===== src/inc/scr_pkg.sv =====
// Constants for the serial command front end: command layout, register map,
// register widths and reset values.
// Assumes one system clock; the front end synchronises the serial pins itself.
//
// How it works
// - A 1 in command bit 7 is ignored; the front end waits for a 0.
// - After the 0 gate bit, the next seven bits complete the command byte.
// - Command bit 6 picks write (0) or read (1) for the data phase.
// - Command bits 5 to 0 select which register the data phase reaches.
// - The command register has no address and resets to 0x10.
// - Channel configuration 0 resets to 0x800100, all others to 0x000100.
// - Gain coefficients reset to the calibrated coefficient, nominally 0x5555.
`default_nettype none

package scr_pkg;

   // ----------------------------------------------------------------------
   // Command byte layout
   // ----------------------------------------------------------------------
   localparam int unsigned GATE_BIT = 7;
   localparam int unsigned DIR_BIT = 6;
   localparam logic [7:0] CMD_RESET = 8'h10;
   localparam logic [2:0] CMD_LAST_BIT = 3'h7;

   // ----------------------------------------------------------------------
   // Register map
   // ----------------------------------------------------------------------
   localparam logic [5:0] CH_FIRST = 6'h09;
   localparam logic [5:0] CH_LAST = 6'h18;
   localparam logic [5:0] GAIN_FIRST = 6'h31;
   localparam logic [5:0] GAIN_LAST = 6'h38;
   localparam logic [5:0] FIFO_FLAGS_ADDR = 6'h3b;
   localparam logic [5:0] FIFO_THR_ADDR = 6'h3c;
   localparam logic [5:0] FIFO_PORT_ADDR = 6'h3d;

   // ----------------------------------------------------------------------
   // Storage layout, widths and reset values
   // ----------------------------------------------------------------------
   localparam int unsigned NUM_CH = 16;
   localparam int unsigned NUM_GAIN = 8;
   localparam logic [5:0] GAIN_BASE = 6'h10;
   localparam int unsigned MEM_AW = 5;
   localparam int unsigned MEM_DW = 24;
   localparam logic [4:0] W24 = 5'h18;
   localparam logic [4:0] W16 = 5'h10;
   localparam logic [4:0] W8 = 5'h08;
   localparam logic [23:0] CH0_RESET = 24'h800100;
   localparam logic [23:0] CHN_RESET = 24'h000100;
   localparam logic [15:0] GAIN_NOMINAL = 16'h5555;
   localparam logic [23:0] FIFO_THR_RESET = 24'hfff000;

   typedef enum logic [1:0] {
      ST_CMD,
      ST_WR,
      ST_RD
   } scr_state_e;

endpackage

`default_nettype wire


===== src/inc/scr_rf_if.sv =====
// Write and read port between the command front end and its register store.
// Assumes both ends run on the same system clock.
`timescale 1ns/10ps
`default_nettype none

interface scr_rf_if #(
   parameter int unsigned AW = 5,
   parameter int unsigned DW = 24
);
   logic we;
   logic [AW-1:0] waddr;
   logic [DW-1:0] wdata;
   logic [AW-1:0] raddr;
   logic [DW-1:0] rdata;

   modport ctl (output we, output waddr, output wdata, output raddr, input rdata);
   modport mem (input we, input waddr, input wdata, input raddr, output rdata);
endinterface

`default_nettype wire


===== src/design/scr_cmd_access.sv =====
// Serial command front end: takes the command byte from the serial pins and
// runs the register data phase that follows it.
// Assumes the serial pins are asynchronous to I_SYS_CLK and that the serial
// clock is slow enough (at most a fifth of I_SYS_CLK) for two-flop sampling.
`timescale 1ns/10ps
`default_nettype none

module scr_cmd_access
   import scr_pkg::*;
#(
   parameter logic [15:0] GAIN_DEFAULT = GAIN_NOMINAL
) (
   input wire logic I_SYS_CLK,
   input wire logic I_RESET_N,
   input wire logic I_SCLK,
   input wire logic I_CS_N,
   input wire logic I_SDI,
   input wire logic [7:0] I_FIFO_FLAGS,
   input wire logic [15:0] I_FIFO_WORD,
   output logic O_SDO,
   output logic O_SDO_OE,
   output logic [7:0] O_CMD_BYTE,
   output logic [23:0] O_FIFO_THRESHOLD,
   output logic O_FIFO_WORD_RD
);

   // ----------------------------------------------------------------------
   // Pin synchronisers and edge detection
   // ----------------------------------------------------------------------
   logic [2:0] sclk_s_r;
   logic [1:0] cs_s_r;
   logic [1:0] sdi_s_r;

   // Only the second and third stages feed logic.
   always_ff @(posedge I_SYS_CLK or negedge I_RESET_N) begin
      if (!I_RESET_N) begin
         sclk_s_r <= 3'h7;
         cs_s_r <= 2'h3;
         sdi_s_r <= 2'h0;
      end else begin
         sclk_s_r <= {sclk_s_r[1:0], I_SCLK};
         cs_s_r <= {cs_s_r[0], I_CS_N};
         sdi_s_r <= {sdi_s_r[0], I_SDI};
      end
   end

   wire sclk_rise = sclk_s_r[1] & ~sclk_s_r[2];
   wire sclk_fall = ~sclk_s_r[1] & sclk_s_r[2];
   wire cs_idle = cs_s_r[1];
   wire sdi_q = sdi_s_r[1];

   // ----------------------------------------------------------------------
   // State
   // ----------------------------------------------------------------------
   scr_state_e st_r;
   logic [4:0] cnt_r;
   logic [6:0] cmd_sh_r;
   logic [7:0] cmd_r;
   logic [23:0] rx_r;
   logic [23:0] tx_r;
   logic [1:0] ld_r;
   logic [23:0] thr_r;
   logic sdo_r;
   logic oe_r;
   logic port_rd_r;
   logic mem_we_r;
   logic [MEM_AW-1:0] mem_waddr_r;
   logic [MEM_DW-1:0] mem_wdata_r;

   scr_rf_if #(.AW(MEM_AW), .DW(MEM_DW)) rf ();

   scr_regmem #(.GAIN_DEFAULT(GAIN_DEFAULT)) u_mem (
      .i_clk(I_SYS_CLK),
      .i_rst_n(I_RESET_N),
      .rf(rf.mem)
   );

   // ----------------------------------------------------------------------
   // Command decode
   // ----------------------------------------------------------------------
   // The last command steers the data phase: address and direction.
   wire [5:0] sel = cmd_r[5:0];
   wire in_ch = (sel >= CH_FIRST) && (sel <= CH_LAST);
   wire in_gain = (sel >= GAIN_FIRST) && (sel <= GAIN_LAST);
   wire [5:0] idx = in_ch ? (sel - CH_FIRST) : (sel - GAIN_FIRST + GAIN_BASE);
   wire [7:0] cmd_full = {cmd_sh_r, sdi_q};
   wire cmd_gate_hold = (cnt_r == 5'h0) && sdi_q;
   wire cmd_done = (st_r == ST_CMD) && !cmd_gate_hold && (cnt_r[2:0] == CMD_LAST_BIT);
   wire start_rd = sclk_rise && cmd_done && cmd_full[DIR_BIT];

   // Data width of the addressed register; unmapped addresses move a byte.
   logic [4:0] dw;
   always_comb begin
      if (in_ch || (sel == FIFO_THR_ADDR)) begin
         dw = W24;
      end else if (in_gain || (sel == FIFO_PORT_ADDR)) begin
         dw = W16;
      end else begin
         dw = W8;
      end
   end

   wire last_bit = (cnt_r == (dw - 5'h1));
   wire [23:0] wdata = {rx_r[22:0], sdi_q};
   wire wr_done = sclk_rise && (st_r == ST_WR) && last_bit;

   // Read selection; read-only words are never written.
   logic [23:0] rd_val;
   always_comb begin
      if (in_ch) begin
         rd_val = rf.rdata;
      end else if (in_gain) begin
         rd_val = {8'h00, rf.rdata[15:0]};
      end else if (sel == FIFO_FLAGS_ADDR) begin
         rd_val = {16'h0000, I_FIFO_FLAGS};
      end else if (sel == FIFO_THR_ADDR) begin
         rd_val = thr_r;
      end else if (sel == FIFO_PORT_ADDR) begin
         rd_val = {8'h00, I_FIFO_WORD};
      end else begin
         rd_val = 24'h000000;
      end
   end

   // Left-align so the MSB always leaves from bit 23.
   wire [23:0] tx_load = (dw == W24) ? rd_val :
      (dw == W16) ? {rd_val[15:0], 8'h00} : {rd_val[7:0], 16'h0000};

   // ----------------------------------------------------------------------
   // Serial sequencer
   // ----------------------------------------------------------------------
   // Deasserting chip select aborts any phase and waits for a fresh command.
   always_ff @(posedge I_SYS_CLK or negedge I_RESET_N) begin
      if (!I_RESET_N) begin
         st_r <= ST_CMD;
         cnt_r <= 5'h0;
         cmd_sh_r <= 7'h00;
         cmd_r <= CMD_RESET;
         rx_r <= 24'h000000;
      end else if (cs_idle) begin
         st_r <= ST_CMD;
         cnt_r <= 5'h0;
      end else if (sclk_rise) begin
         case (st_r)
            ST_CMD: begin
               if (cmd_done) begin
                  cmd_r <= cmd_full;
                  cnt_r <= 5'h0;
                  rx_r <= 24'h000000;
                  st_r <= cmd_full[DIR_BIT] ? ST_RD : ST_WR;
               end else if (!cmd_gate_hold) begin
                  cmd_sh_r <= cmd_full[6:0];
                  cnt_r <= cnt_r + 5'h1;
               end
            end
            ST_WR: begin
               rx_r <= wdata;
               cnt_r <= last_bit ? 5'h0 : cnt_r + 5'h1;
               if (last_bit) begin
                  st_r <= ST_CMD;
               end
            end
            default: begin
               cnt_r <= last_bit ? 5'h0 : cnt_r + 5'h1;
               if (last_bit) begin
                  st_r <= ST_CMD;
               end
            end
         endcase
      end
   end

   // Write commit into the store or the threshold word.
   always_ff @(posedge I_SYS_CLK or negedge I_RESET_N) begin
      if (!I_RESET_N) begin
         mem_we_r <= 1'b0;
         mem_waddr_r <= '0;
         mem_wdata_r <= '0;
         thr_r <= FIFO_THR_RESET;
      end else begin
         mem_we_r <= wr_done && (in_ch || in_gain) && !cs_idle;
         mem_waddr_r <= idx[MEM_AW-1:0];
         mem_wdata_r <= in_gain ? {8'h00, wdata[15:0]} : wdata;
         if (wr_done && !cs_idle && (sel == FIFO_THR_ADDR)) begin
            thr_r <= wdata;
         end
      end
   end

   // Read path: two cycles to fetch, then shift out on falling serial edges.
   // The host samples on rising edges, so the MSB is ready before the first.
   always_ff @(posedge I_SYS_CLK or negedge I_RESET_N) begin
      if (!I_RESET_N) begin
         ld_r <= 2'h0;
         tx_r <= 24'h000000;
         sdo_r <= 1'b0;
         oe_r <= 1'b0;
         port_rd_r <= 1'b0;
      end else begin
         ld_r <= cs_idle ? 2'h0 : {ld_r[0], start_rd};
         port_rd_r <= ld_r[1] && !cs_idle && (sel == FIFO_PORT_ADDR);
         if (ld_r[1]) begin
            tx_r <= tx_load;
         end else if (sclk_fall && (st_r == ST_RD)) begin
            sdo_r <= tx_r[23];
            tx_r <= {tx_r[22:0], 1'b0};
         end
         if (cs_idle || (sclk_rise && (st_r == ST_RD) && last_bit)) begin
            oe_r <= 1'b0;
         end else if (start_rd) begin
            oe_r <= 1'b1;
         end
      end
   end

   assign rf.we = mem_we_r;
   assign rf.waddr = mem_waddr_r;
   assign rf.wdata = mem_wdata_r;
   assign rf.raddr = idx[MEM_AW-1:0];

   // ----------------------------------------------------------------------
   // Outputs, all from flops
   // ----------------------------------------------------------------------
   assign O_SDO = sdo_r;
   assign O_SDO_OE = oe_r;
   assign O_CMD_BYTE = cmd_r;
   assign O_FIFO_THRESHOLD = thr_r;
   assign O_FIFO_WORD_RD = port_rd_r;

endmodule

`default_nettype wire


===== src/design/scr_regmem.sv =====
// Register store for the channel configuration and gain coefficient words.
// Assumes one write per cycle at most; read data come out one cycle late.
`timescale 1ns/10ps
`default_nettype none

module scr_regmem
   import scr_pkg::*;
#(
   parameter int unsigned DEPTH = NUM_CH + NUM_GAIN,
   parameter logic [15:0] GAIN_DEFAULT = GAIN_NOMINAL
) (
   input wire logic i_clk,
   input wire logic i_rst_n,
   scr_rf_if.mem rf
);

   logic [MEM_DW-1:0] ent_r [DEPTH];
   logic [MEM_DW-1:0] rdata_r;

   // ----------------------------------------------------------------------
   // Entries with their own reset values
   // ----------------------------------------------------------------------
   // Each entry is a flop word so that reset defaults appear without a load phase.
   for (genvar i = 0; i < DEPTH; i++) begin : g_ent
      localparam logic [MEM_DW-1:0] RST = (i == 0) ? CH0_RESET :
         (i < NUM_CH) ? CHN_RESET : {8'h00, GAIN_DEFAULT};
      always_ff @(posedge i_clk or negedge i_rst_n) begin
         if (!i_rst_n) begin
            ent_r[i] <= RST;
         end else if (rf.we && (rf.waddr == MEM_AW'(i))) begin
            ent_r[i] <= rf.wdata;
         end
      end
   end

   // Registered read port.
   always_ff @(posedge i_clk or negedge i_rst_n) begin
      if (!i_rst_n) begin
         rdata_r <= '0;
      end else begin
         rdata_r <= ent_r[rf.raddr];
      end
   end

   assign rf.rdata = rdata_r;

endmodule

`default_nettype wire


===== config.mk =====
export PLATFORM = sky130hd
export DESIGN_NAME = scr_cmd_access
export DESIGN_NICKNAME = d
export VERILOG_FILES = /design/src/inc/scr_pkg.sv /design/src/inc/scr_rf_if.sv /design/src/design/scr_cmd_access.sv /design/src/design/scr_regmem.sv
export SDC_FILE = /design/constraint.sdc
export NUM_CORES = 1
export LEC_CHECK = 0
export BUFFER_PORTS_ARGS = -buffer_cell sky130_fd_sc_hd__buf_4
export CAP_MARGIN = 20
export CELL_PAD_IN_SITES_DETAIL_PLACEMENT = 1
export CELL_PAD_IN_SITES_GLOBAL_PLACEMENT = 1
export CORE_UTILIZATION = 58
export CTS_CLUSTER_SIZE = 28
export DETAILED_ROUTE_END_ITERATION = 7
export GPL_ROUTABILITY_DRIVEN = 1
export GPL_TIMING_DRIVEN = 0
export PLACE_DENSITY_LB_ADDON = 0.1
export SYNTH_ARGS = -nofsm -noshare
export SYNTH_HDL_FRONTEND = slang
export SYNTH_SLANG_ARGS = --single-unit

===== constraint.sdc =====
create_clock -name I_SYS_CLK -period 8.6 [get_ports I_SYS_CLK]
set_clock_uncertainty 0.15 [all_clocks]
set_input_delay 0.43 -clock I_SYS_CLK [delete_from_list [all_inputs] [get_ports I_SYS_CLK]]
set_output_delay 0.43 -clock I_SYS_CLK [all_outputs]
set_load 0.03 [all_outputs]

==> run summary, run 1 <==
=================================================================================
Number of enable flip-flop cells after synthesis ...................            0
Fraction of the mapped netlist area in compound gates ..............       0.0450
Cells taking the most area after synthesis ......................... sky130_fd_sc_hd__dfrtp_1 (49%), sky130_fd_sc_hd__mux2_2 (22%), sky130_fd_sc_hd__mux4_2 (9.9%)
Synthesized Nets ...................................................         2207
Final cycle utilization of the critical path .......................        0.672
Average detailed-routed wire length per instance ...................      31.5 um
Post-Syn Instances .................................................         2171
Leading cell types in the layout, fill and taps excluded ........... sky130_fd_sc_hd__dfrtp_1 (636), sky130_fd_sc_hd__mux2_2 (627), sky130_fd_sc_hd__clkbuf_1 (148), sky130_fd_sc_hd__mux4_2 (144), sky130_fd_sc_hd__dfstp_2 (99)
Max VDD drop .......................................................     0.151 mV
Number of clock sinks ..............................................          735
Yosys warning total ................................................            0
Number of cells in the design after placement ......................         2991
Number of optimization iterations in the first detailed-route pass .            5
Part of the power in combinational logic ...........................        0.032
Final-stage net count ..............................................         2363
Total die area .....................................................   57400 um^2
Site Rows ..........................................................           86
Net switching share of the total power .............................        0.227
CORE AREA ..........................................................   55400 um^2
Horizontal die dimension ...........................................       240 um
Worst hold path type ...............................................       in2reg
Largest net degree at the start of global routing ..................          130
Multiplexer share of the synthesized area ..........................        0.319
First-iteration detailed-routing DRC count .........................         1593
Number of register bits inferred by synthesis ......................          735
Cell type with the highest aggregate area in the netlist ........... sky130_fd_sc_hd__dfrtp_1
Tot Pwr ............................................................      7.07 mW
Crit end category ..................................................     register
Element type at the critical path start ............................     register
Sequential cell fraction of total power ............................        0.495
Number of vias after detailed routing ..............................        20600
CTS tree ...........................................................          yes
Number of antenna violations at the first check in global routing ..            4
Post-DP HPWL .......................................................     70300 um
Design Area, Final .................................................   36900 um^2
Largest family of logic cells by synthesized area .................. multiplexers
Worst Path Max Fanout ..............................................           10
Netlist area before placement ......................................   32700 um^2
Total Routing Usage GR .............................................        0.359
Final wirelength ...................................................     98800 um
Placed standard-cell area ..........................................   34300 um^2
Worst-Skew Late Latency ............................................      0.62 ns
Number of vias per cell ............................................         6.56
Internal power .....................................................      5.47 mW
Number of hold-slack violations in the final timing report .........            0
TritonCTS Buffers ..................................................           77
Run status .........................................................    completed
Clk network pwr share ..............................................        0.474
Count of buffers inserted at the top-level ports ...................           63
Overflow after GRT .................................................            0
Unrepaired setup endpoints after global routing ....................        false
Bufs on Longest Clock Path .........................................            3
Final weighted congestion of routability-driven global placement ...        0.957
Worst-case headroom to the max-slew limit ..........................        0.251
Post-layout instance count excluding filler cells ..................         3138
Number of post-CTS setup repair buffers ............................            0
Commonest non-fill, non-tap cell in the layout ..................... sky130_fd_sc_hd__dfrtp_1
Synth-to-layout area growth ........................................        12.8%
Synthesized area per cell ..........................................    15.1 um^2
Post-synthesis adder-cell area fraction ............................      0.00268
Portion of the post-synthesis area used by sequential elements .....        0.566
Post-route worst hold slack ........................................    0.0635 ns
Share of cells above drive strength 1 ..............................        0.471
Ratio of total power to cell area ..................................  192 nW/um^2
Max_cap viols ......................................................            0
Share of the synthesized area in the top cell type .................        0.486
Die span in y ......................................................       240 um
Slew Viols, Final ..................................................            0
Ports ..............................................................           64
Final routed DRC violation total ...................................            0
Final antenna-violating net count ..................................            0
Yosys cell types ...................................................           63
Setup-failing EPs final ............................................            0
Root buf cell ...................................................... sky130_fd_sc_hd__clkbuf_16
Initial core utilization ...........................................        0.591
Global-route wire length before repair .............................    150000 um
Switching power summed over all nets ...............................      1.61 mW
Required time at the endpoint of the critical path .................      8.85 ns
Actual transition at the worst max-transition pin ..................      1.12 ns
# H-tree levels ....................................................            3
Category of the critical setup timing path .........................      reg2reg
Worst Path Arrival .................................................      6.03 ns
Fraction of registers with async set or reset after synthesis ......         1.00
Post-Synth XOR/XNOR Area ...........................................      0.00107
Highest clock frequency the design can meet ........................      173 MHz
Number of global-route vias before repair ..........................        22600
Register clock-pin slew on the reported worst setup and hold paths .      0.07 ns
Clock period minus worst slack .....................................      5.78 ns
Area share of and/or/nand/nor cells after synthesis ................       0.0418
Lkg Pwr ............................................................      17.2 nW
Most used flip-flop cell after synthesis ........................... sky130_fd_sc_hd__dfrtp_1
=================================================================================
cells in the mapped netlist, types with 3 or more instances:
master                     count
sky130_fd_sc_hd__dfrtp_1     636
sky130_fd_sc_hd__mux2_2      627
sky130_fd_sc_hd__mux4_2      144
sky130_fd_sc_hd__clkbuf_1    130
sky130_fd_sc_hd__dfstp_2      99
sky130_fd_sc_hd__nand2_1      65
sky130_fd_sc_hd__nand3_1      56
sky130_fd_sc_hd__a22o_1       39
sky130_fd_sc_hd__buf_2        33
sky130_fd_sc_hd__nand4_1      28
sky130_fd_sc_hd__and3_1       26
sky130_fd_sc_hd__o21ai_1      26
sky130_fd_sc_hd__a21boi_1     20
sky130_fd_sc_hd__nor2_1       19
sky130_fd_sc_hd__o21a_1       16
sky130_fd_sc_hd__o221ai_1     16
sky130_fd_sc_hd__a22oi_1      15
sky130_fd_sc_hd__o21ai_0      15
sky130_fd_sc_hd__a21oi_1      14
sky130_fd_sc_hd__buf_1        13
sky130_fd_sc_hd__nor2b_1      13
sky130_fd_sc_hd__inv_1        12
sky130_fd_sc_hd__mux2_1       10
sky130_fd_sc_hd__nand2b_1     10
sky130_fd_sc_hd__a221oi_1      8
sky130_fd_sc_hd__a222oi_1      8
sky130_fd_sc_hd__ha_1          7
sky130_fd_sc_hd__buf_6         5
sky130_fd_sc_hd__nor3_1        5
sky130_fd_sc_hd__a21boi_0      4
sky130_fd_sc_hd__xor2_1        4
sky130_fd_sc_hd__and2b_1       3
sky130_fd_sc_hd__nor3b_1       3
sky130_fd_sc_hd__or2_2         3
sky130_fd_sc_hd__or3_4         3
power groups by stage:
stage / registers (mW) / logic, mW / clock network, mW
CTS: 3.50 / 0.227 / 3.38
global route: 3.50 / 0.244 / 3.50
global placement: 3.56 / 0.202 / 0
floorplan: 3.55 / 0.0837 / 0
finish: 3.50 / 0.224 / 3.35
detailed placement: 3.56 / 0.223 / 0
worst max-delay path, stage by stage, from the launching register on:
cell and delay [ns]:
sky130_fd_sc_hd__dfrtp_1 0.65, sky130_fd_sc_hd__buf_2 0.37, sky130_fd_sc_hd__buf_2 0.48, sky130_fd_sc_hd__buf_2 0.58, sky130_fd_sc_hd__inv_1 0.17, sky130_fd_sc_hd__ha_1 0.32, sky130_fd_sc_hd__buf_2 0.27, sky130_fd_sc_hd__buf_1 0.76
sky130_fd_sc_hd__clkbuf_1 0.90, sky130_fd_sc_hd__mux4_2 0.50, sky130_fd_sc_hd__nand3_1 0.12, sky130_fd_sc_hd__nand4_1 0.24
kinds of logic (layout without fill, tap and decap cells):
kind of cell,count (synthesis),in the layout
other,0,1
xor gates and xnor gates,4,4
muxes,783,783
AOI/OAI and AO/OA,197,197
and+or+nand+nor,251,251
buffers and inverters,194,412
DFF,735,735
adders and majority gates,7,7
per-stage QoR:
stage | TNS (ns) | utilization | setup slack [ns]
after floorplan | 0 | - | 5.03
after global placement | -523.01 | 0.616 | -0.911
after detailed placement | 0 | 0.620 | 2.94
after CTS | 0 | 0.666 | 2.90
after global routing | 0 | 0.666 | 2.78
final | 0 | 0.666 | 2.82
state kept, by name (all words and copies together), names as in the netlist, 7 cells and up:
| name | cells |
|---|---|
| O_FIFO_THRESHOLD | 24 |
| rx_r | 23 |
| tx_r | 24 |
| cmd_sh_r | 7 |
| O_CMD_BYTE | 8 |
| mem_wdata_r | 24 |
| u_mem.ent_r | 576 |
| u_mem.rf.rdata | 24 |
routing by layer:
| metal | routed length, um | vias up | track usage | part of all wire |
|---|---|---|---|---|
| met5 | 12 | - | 0 | 0.00012 |
| met4 | 3340 | 2 | 0.127 | 0.034 |
| met3 | 5680 | 175 | 0.0526 | 0.057 |
| met2 | 48400 | 737 | 0.585 | 0.49 |
| met1 | 41400 | 11300 | 0.495 | 0.42 |
| li1 | - | 8400 | - | - |
final timing paths:
check	start	end	slack [ns]	cells past startpoint
worst max-delay path	O_CMD_BYTE[0]$_DFFE_PN0P_	u_mem.rf.rdata[23]$_DFF_PN0_	2.82	11
worst min register to register	sdi_s_r[0]$_DFF_PN0_	sdi_s_r[1]$_DFF_PN0_	0.20	0
worst max register to register	O_CMD_BYTE[0]$_DFFE_PN0P_	u_mem.rf.rdata[23]$_DFF_PN0_	2.82	11
min in group asynchronous	I_RESET_N	cnt_r[3]$_DFFE_PN0P_	0.24	2
max in group asynchronous	I_RESET_N	u_mem.ent_r[364]$_DFFE_PN0P_	6.45	4
worst min-delay path	I_FIFO_WORD[15]	tx_r[15]$_DFFE_PN0P_	0.06	3
layout make-up:
class | count | area, um^2
Inverter | 12 | 45.0
Fill cell | 4892 | 18500
Antenna cell | 1 | 2.50
Multi-Input combinational cell | 1242 | 13400
Timing Repair Buffer | 77 | 732
Clock inverter | 29 | 256
Sequential cell | 735 | 18500
Buffer | 182 | 763
Tap cell | 748 | 936
Clock buffer | 112 | 2260
what timing repair did:
| action | in CTS | in global routing |
|---|---|---|
| hold buffers | 4 | 0 |
| hold endpoints to repair | 70 | 0 |
| gates resized for setup | 0 | 0 |
No activity file was read; power rests on OpenSTA's default activity.
==> inputs of run 2 (changes only) <==
- CORE_UTILIZATION: 58 -> 48
- clock period: 8.6 -> 5 ns (I/O delays scaled with it)
==> run summary, run 2 (synthesis results as in run 1) <==
==================================================================================
Flip-flop count of the largest register, all copies and words added .          576
Final weighted congestion of routability-driven global placement ....        0.889
# H-tree levels .....................................................            3
Count of buffers inserted at the top-level ports ....................           63
Post-DP HPWL ........................................................     70300 um
Number of cells in the design after placement .......................         3116
Share of cells above drive strength 1 ...............................        0.476
CTS tree ............................................................          yes
Number of global-route vias before repair ...........................        21900
Synth-to-layout area growth .........................................        14.0%
Die span in y .......................................................       263 um
Number of optimization iterations in the first detailed-route pass ..            5
Run status ..........................................................    completed
Total die area ......................................................   69200 um^2
Post-layout instance count excluding filler cells ...................         3270
Register clock-pin slew on the reported worst setup and hold paths ..      0.06 ns
Required time at the endpoint of the critical path ..................      5.21 ns
Largest Register ....................................................  u_mem.ent_r
Ratio of total power to cell area ...................................  333 nW/um^2
Number of hold-slack violations in the final timing report ..........            0
Ports ...............................................................           64
Highest clock frequency the design can meet .........................      205 MHz
Average detailed-routed wire length per instance ....................      29.0 um
Max_cap viols .......................................................            0
Placed standard-cell area ...........................................   34500 um^2
Final-stage net count ...............................................         2368
Largest net degree at the start of global routing ...................          122
Actual transition at the worst max-transition pin ...................      1.19 ns
Bufs on Longest Clock Path ..........................................            3
Worst-case headroom to the max-slew limit ...........................        0.207
Number of post-CTS setup repair buffers .............................            0
CORE AREA ...........................................................   67300 um^2
Crit end category ...................................................     register
Commonest non-fill, non-tap cell in the layout ...................... sky130_fd_sc_hd__dfrtp_1
Final cycle utilization of the critical path ........................        0.974
Leading cell types in the layout, fill and taps excluded ............ sky130_fd_sc_hd__dfrtp_1 (636), sky130_fd_sc_hd__mux2_2 (627), sky130_fd_sc_hd__mux4_2 (144), sky130_fd_sc_hd__clkbuf_1 (141), sky130_fd_sc_hd__dfstp_2 (99)
Worst-Skew Late Latency .............................................      0.61 ns
Max VDD drop ........................................................     0.238 mV
Clock period minus worst slack ......................................      4.87 ns
Total Routing Usage GR ..............................................        0.284
Number of clock sinks ...............................................          735
Element type at the critical path start .............................     register
Unrepaired setup endpoints after global routing .....................        false
Worst Path Arrival ..................................................      5.08 ns
Worst Path Max Fanout ...............................................           10
Category of the critical setup timing path ..........................      reg2reg
Root buf cell ....................................................... sky130_fd_sc_hd__clkbuf_16
Tot Pwr .............................................................      12.4 mW
Number of vias per cell .............................................         6.06
Global-route wire length before repair ..............................    145000 um
Site Rows ...........................................................           95
Lkg Pwr .............................................................      17.3 nW
Setup-failing EPs final .............................................            0
Initial core utilization ............................................        0.486
Overflow after GRT ..................................................            0
Final standard cell utilization of the core .........................        0.554
Slew Viols, Final ...................................................            0
First-iteration detailed-routing DRC count ..........................         1303
Number of vias after detailed routing ...............................        19800
Final wirelength ....................................................     94700 um
Final antenna-violating net count ...................................            0
Worst hold path type ................................................       in2reg
Number of antenna violations at the first check in global routing ...            6
Design Area, Final ..................................................   37300 um^2
Horizontal die dimension ............................................       263 um
Post-route setup TNS ................................................         0 ns
Final routed DRC violation total ....................................            0
TritonCTS Buffers ...................................................           78
==================================================================================
[run 2: cell count changes in the layout (fill, tap and decap cells not counted), moves of 2 or more]
cell                              delta
sky130_fd_sc_hd__clkbuf_1            -7
sky130_fd_sc_hd__clkbuf_2            +5
sky130_fd_sc_hd__dlygate4sd3_1       +4
sky130_fd_sc_hd__buf_8               -2
sky130_fd_sc_hd__buf_1               -4
sky130_fd_sc_hd__buf_4               +2
sky130_fd_sc_hd__clkdlybuf4s15_2     +2
sky130_fd_sc_hd__clkinv_2            -4
sky130_fd_sc_hd__bufinv_16           +6
sky130_fd_sc_hd__clkinvlp_4          +4
sky130_fd_sc_hd__clkbuf_8            -2
[run 2: cell type report]
| type | count | area [um^2] |
|---|---|---|
| fillers | 6330 | 30000 |
| flip-flops and latches | 735 | 18500 |
| multi-input cells | 1242 | 13400 |
| clock buffers | 108 | 2230 |
| well taps | 873 | 1090 |
| plain buffers | 182 | 797 |
| repair buffers | 81 | 777 |
| clock inverters | 35 | 442 |
| inverters | 12 | 45.0 |
| diodes | 2 | 5.00 |
[run 2: worst max-delay path: stages, from the launching register on]
cell,delay (ns)
sky130_fd_sc_hd__dfrtp_1,0.64
sky130_fd_sc_hd__buf_2,0.36
sky130_fd_sc_hd__clkbuf_4,0.40
sky130_fd_sc_hd__buf_4,0.41
sky130_fd_sc_hd__inv_1,0.15
sky130_fd_sc_hd__ha_1,0.30
sky130_fd_sc_hd__buf_2,0.27
sky130_fd_sc_hd__clkbuf_1,0.71
sky130_fd_sc_hd__mux4_2,0.43
sky130_fd_sc_hd__and3_1,0.20
sky130_fd_sc_hd__o21ai_1,0.23
sky130_fd_sc_hd__nand4_1,0.34
[run 2: per-stage QoR]
| step | setup slack (ns) | hold slack, ns |
|---|---|---|
| 2_1_floorplan | 1.43 | -0.196 |
| 3_3_place_gp | -4.60 | 0.189 |
| 3_5_place_dp | -0.743 | 0.192 |
| 4_1_cts | 0.00339 | 0.00659 |
| 5_1_grt | 0.0230 | 0.0298 |
| 6_report | 0.130 | 0.0347 |
[run 2: final timing paths]
kind | startpoint | slack [ns] | cells after the start | end
min in group asynchronous | I_RESET_N | 0.13 | 2 | cnt_r[1]$_DFFE_PN0P_
setup reg to reg | O_CMD_BYTE[0]$_DFFE_PN0P_ | 0.13 | 11 | u_mem.rf.rdata[7]$_DFF_PN0_
max in group asynchronous | I_RESET_N | 2.53 | 5 | u_mem.ent_r[354]$_DFFE_PN0P_
setup / recovery | O_CMD_BYTE[0]$_DFFE_PN0P_ | 0.13 | 11 | u_mem.rf.rdata[7]$_DFF_PN0_
hold reg to reg | sdi_s_r[0]$_DFF_PN0_ | 0.20 | 0 | sdi_s_r[1]$_DFF_PN0_
hold / removal | I_FIFO_WORD[2] | 0.03 | 4 | tx_r[18]$_DFFE_PN0P_
[run 2: per-layer routing]
metal	wire [um]	share of wire	vias up	track usage
li1	-	-	8425	-
met1	43100	0.46	10800	0.405
met2	43800	0.46	448	0.439
met3	3920	0.041	160	0.0412
met4	3870	0.041	2	0.116
met5	7	0.000074	-	0
[run 2: power by group]
| group | internal, mW | leakage (nW) | switching [mW] | total [mW] |
|---|---|---|---|---|
| clock network | 3.59 | 1.30 | 2.43 | 6.03 |
| registers | 5.99 | 9.78 | 0.0305 | 6.02 |
| logic | 0.109 | 6.20 | 0.276 | 0.385 |
| total | 9.69 | 17.3 | 2.74 | 12.4 |
[run 2: what timing repair did]
| item | CTS | global route |
|---|---|---|
| resized for setup | 12 | 5 |
| hold buffers | 8 | 0 |
| setup endpoints to repair | 24 | 13 |
| hold endpoints to repair | 107 | 0 |
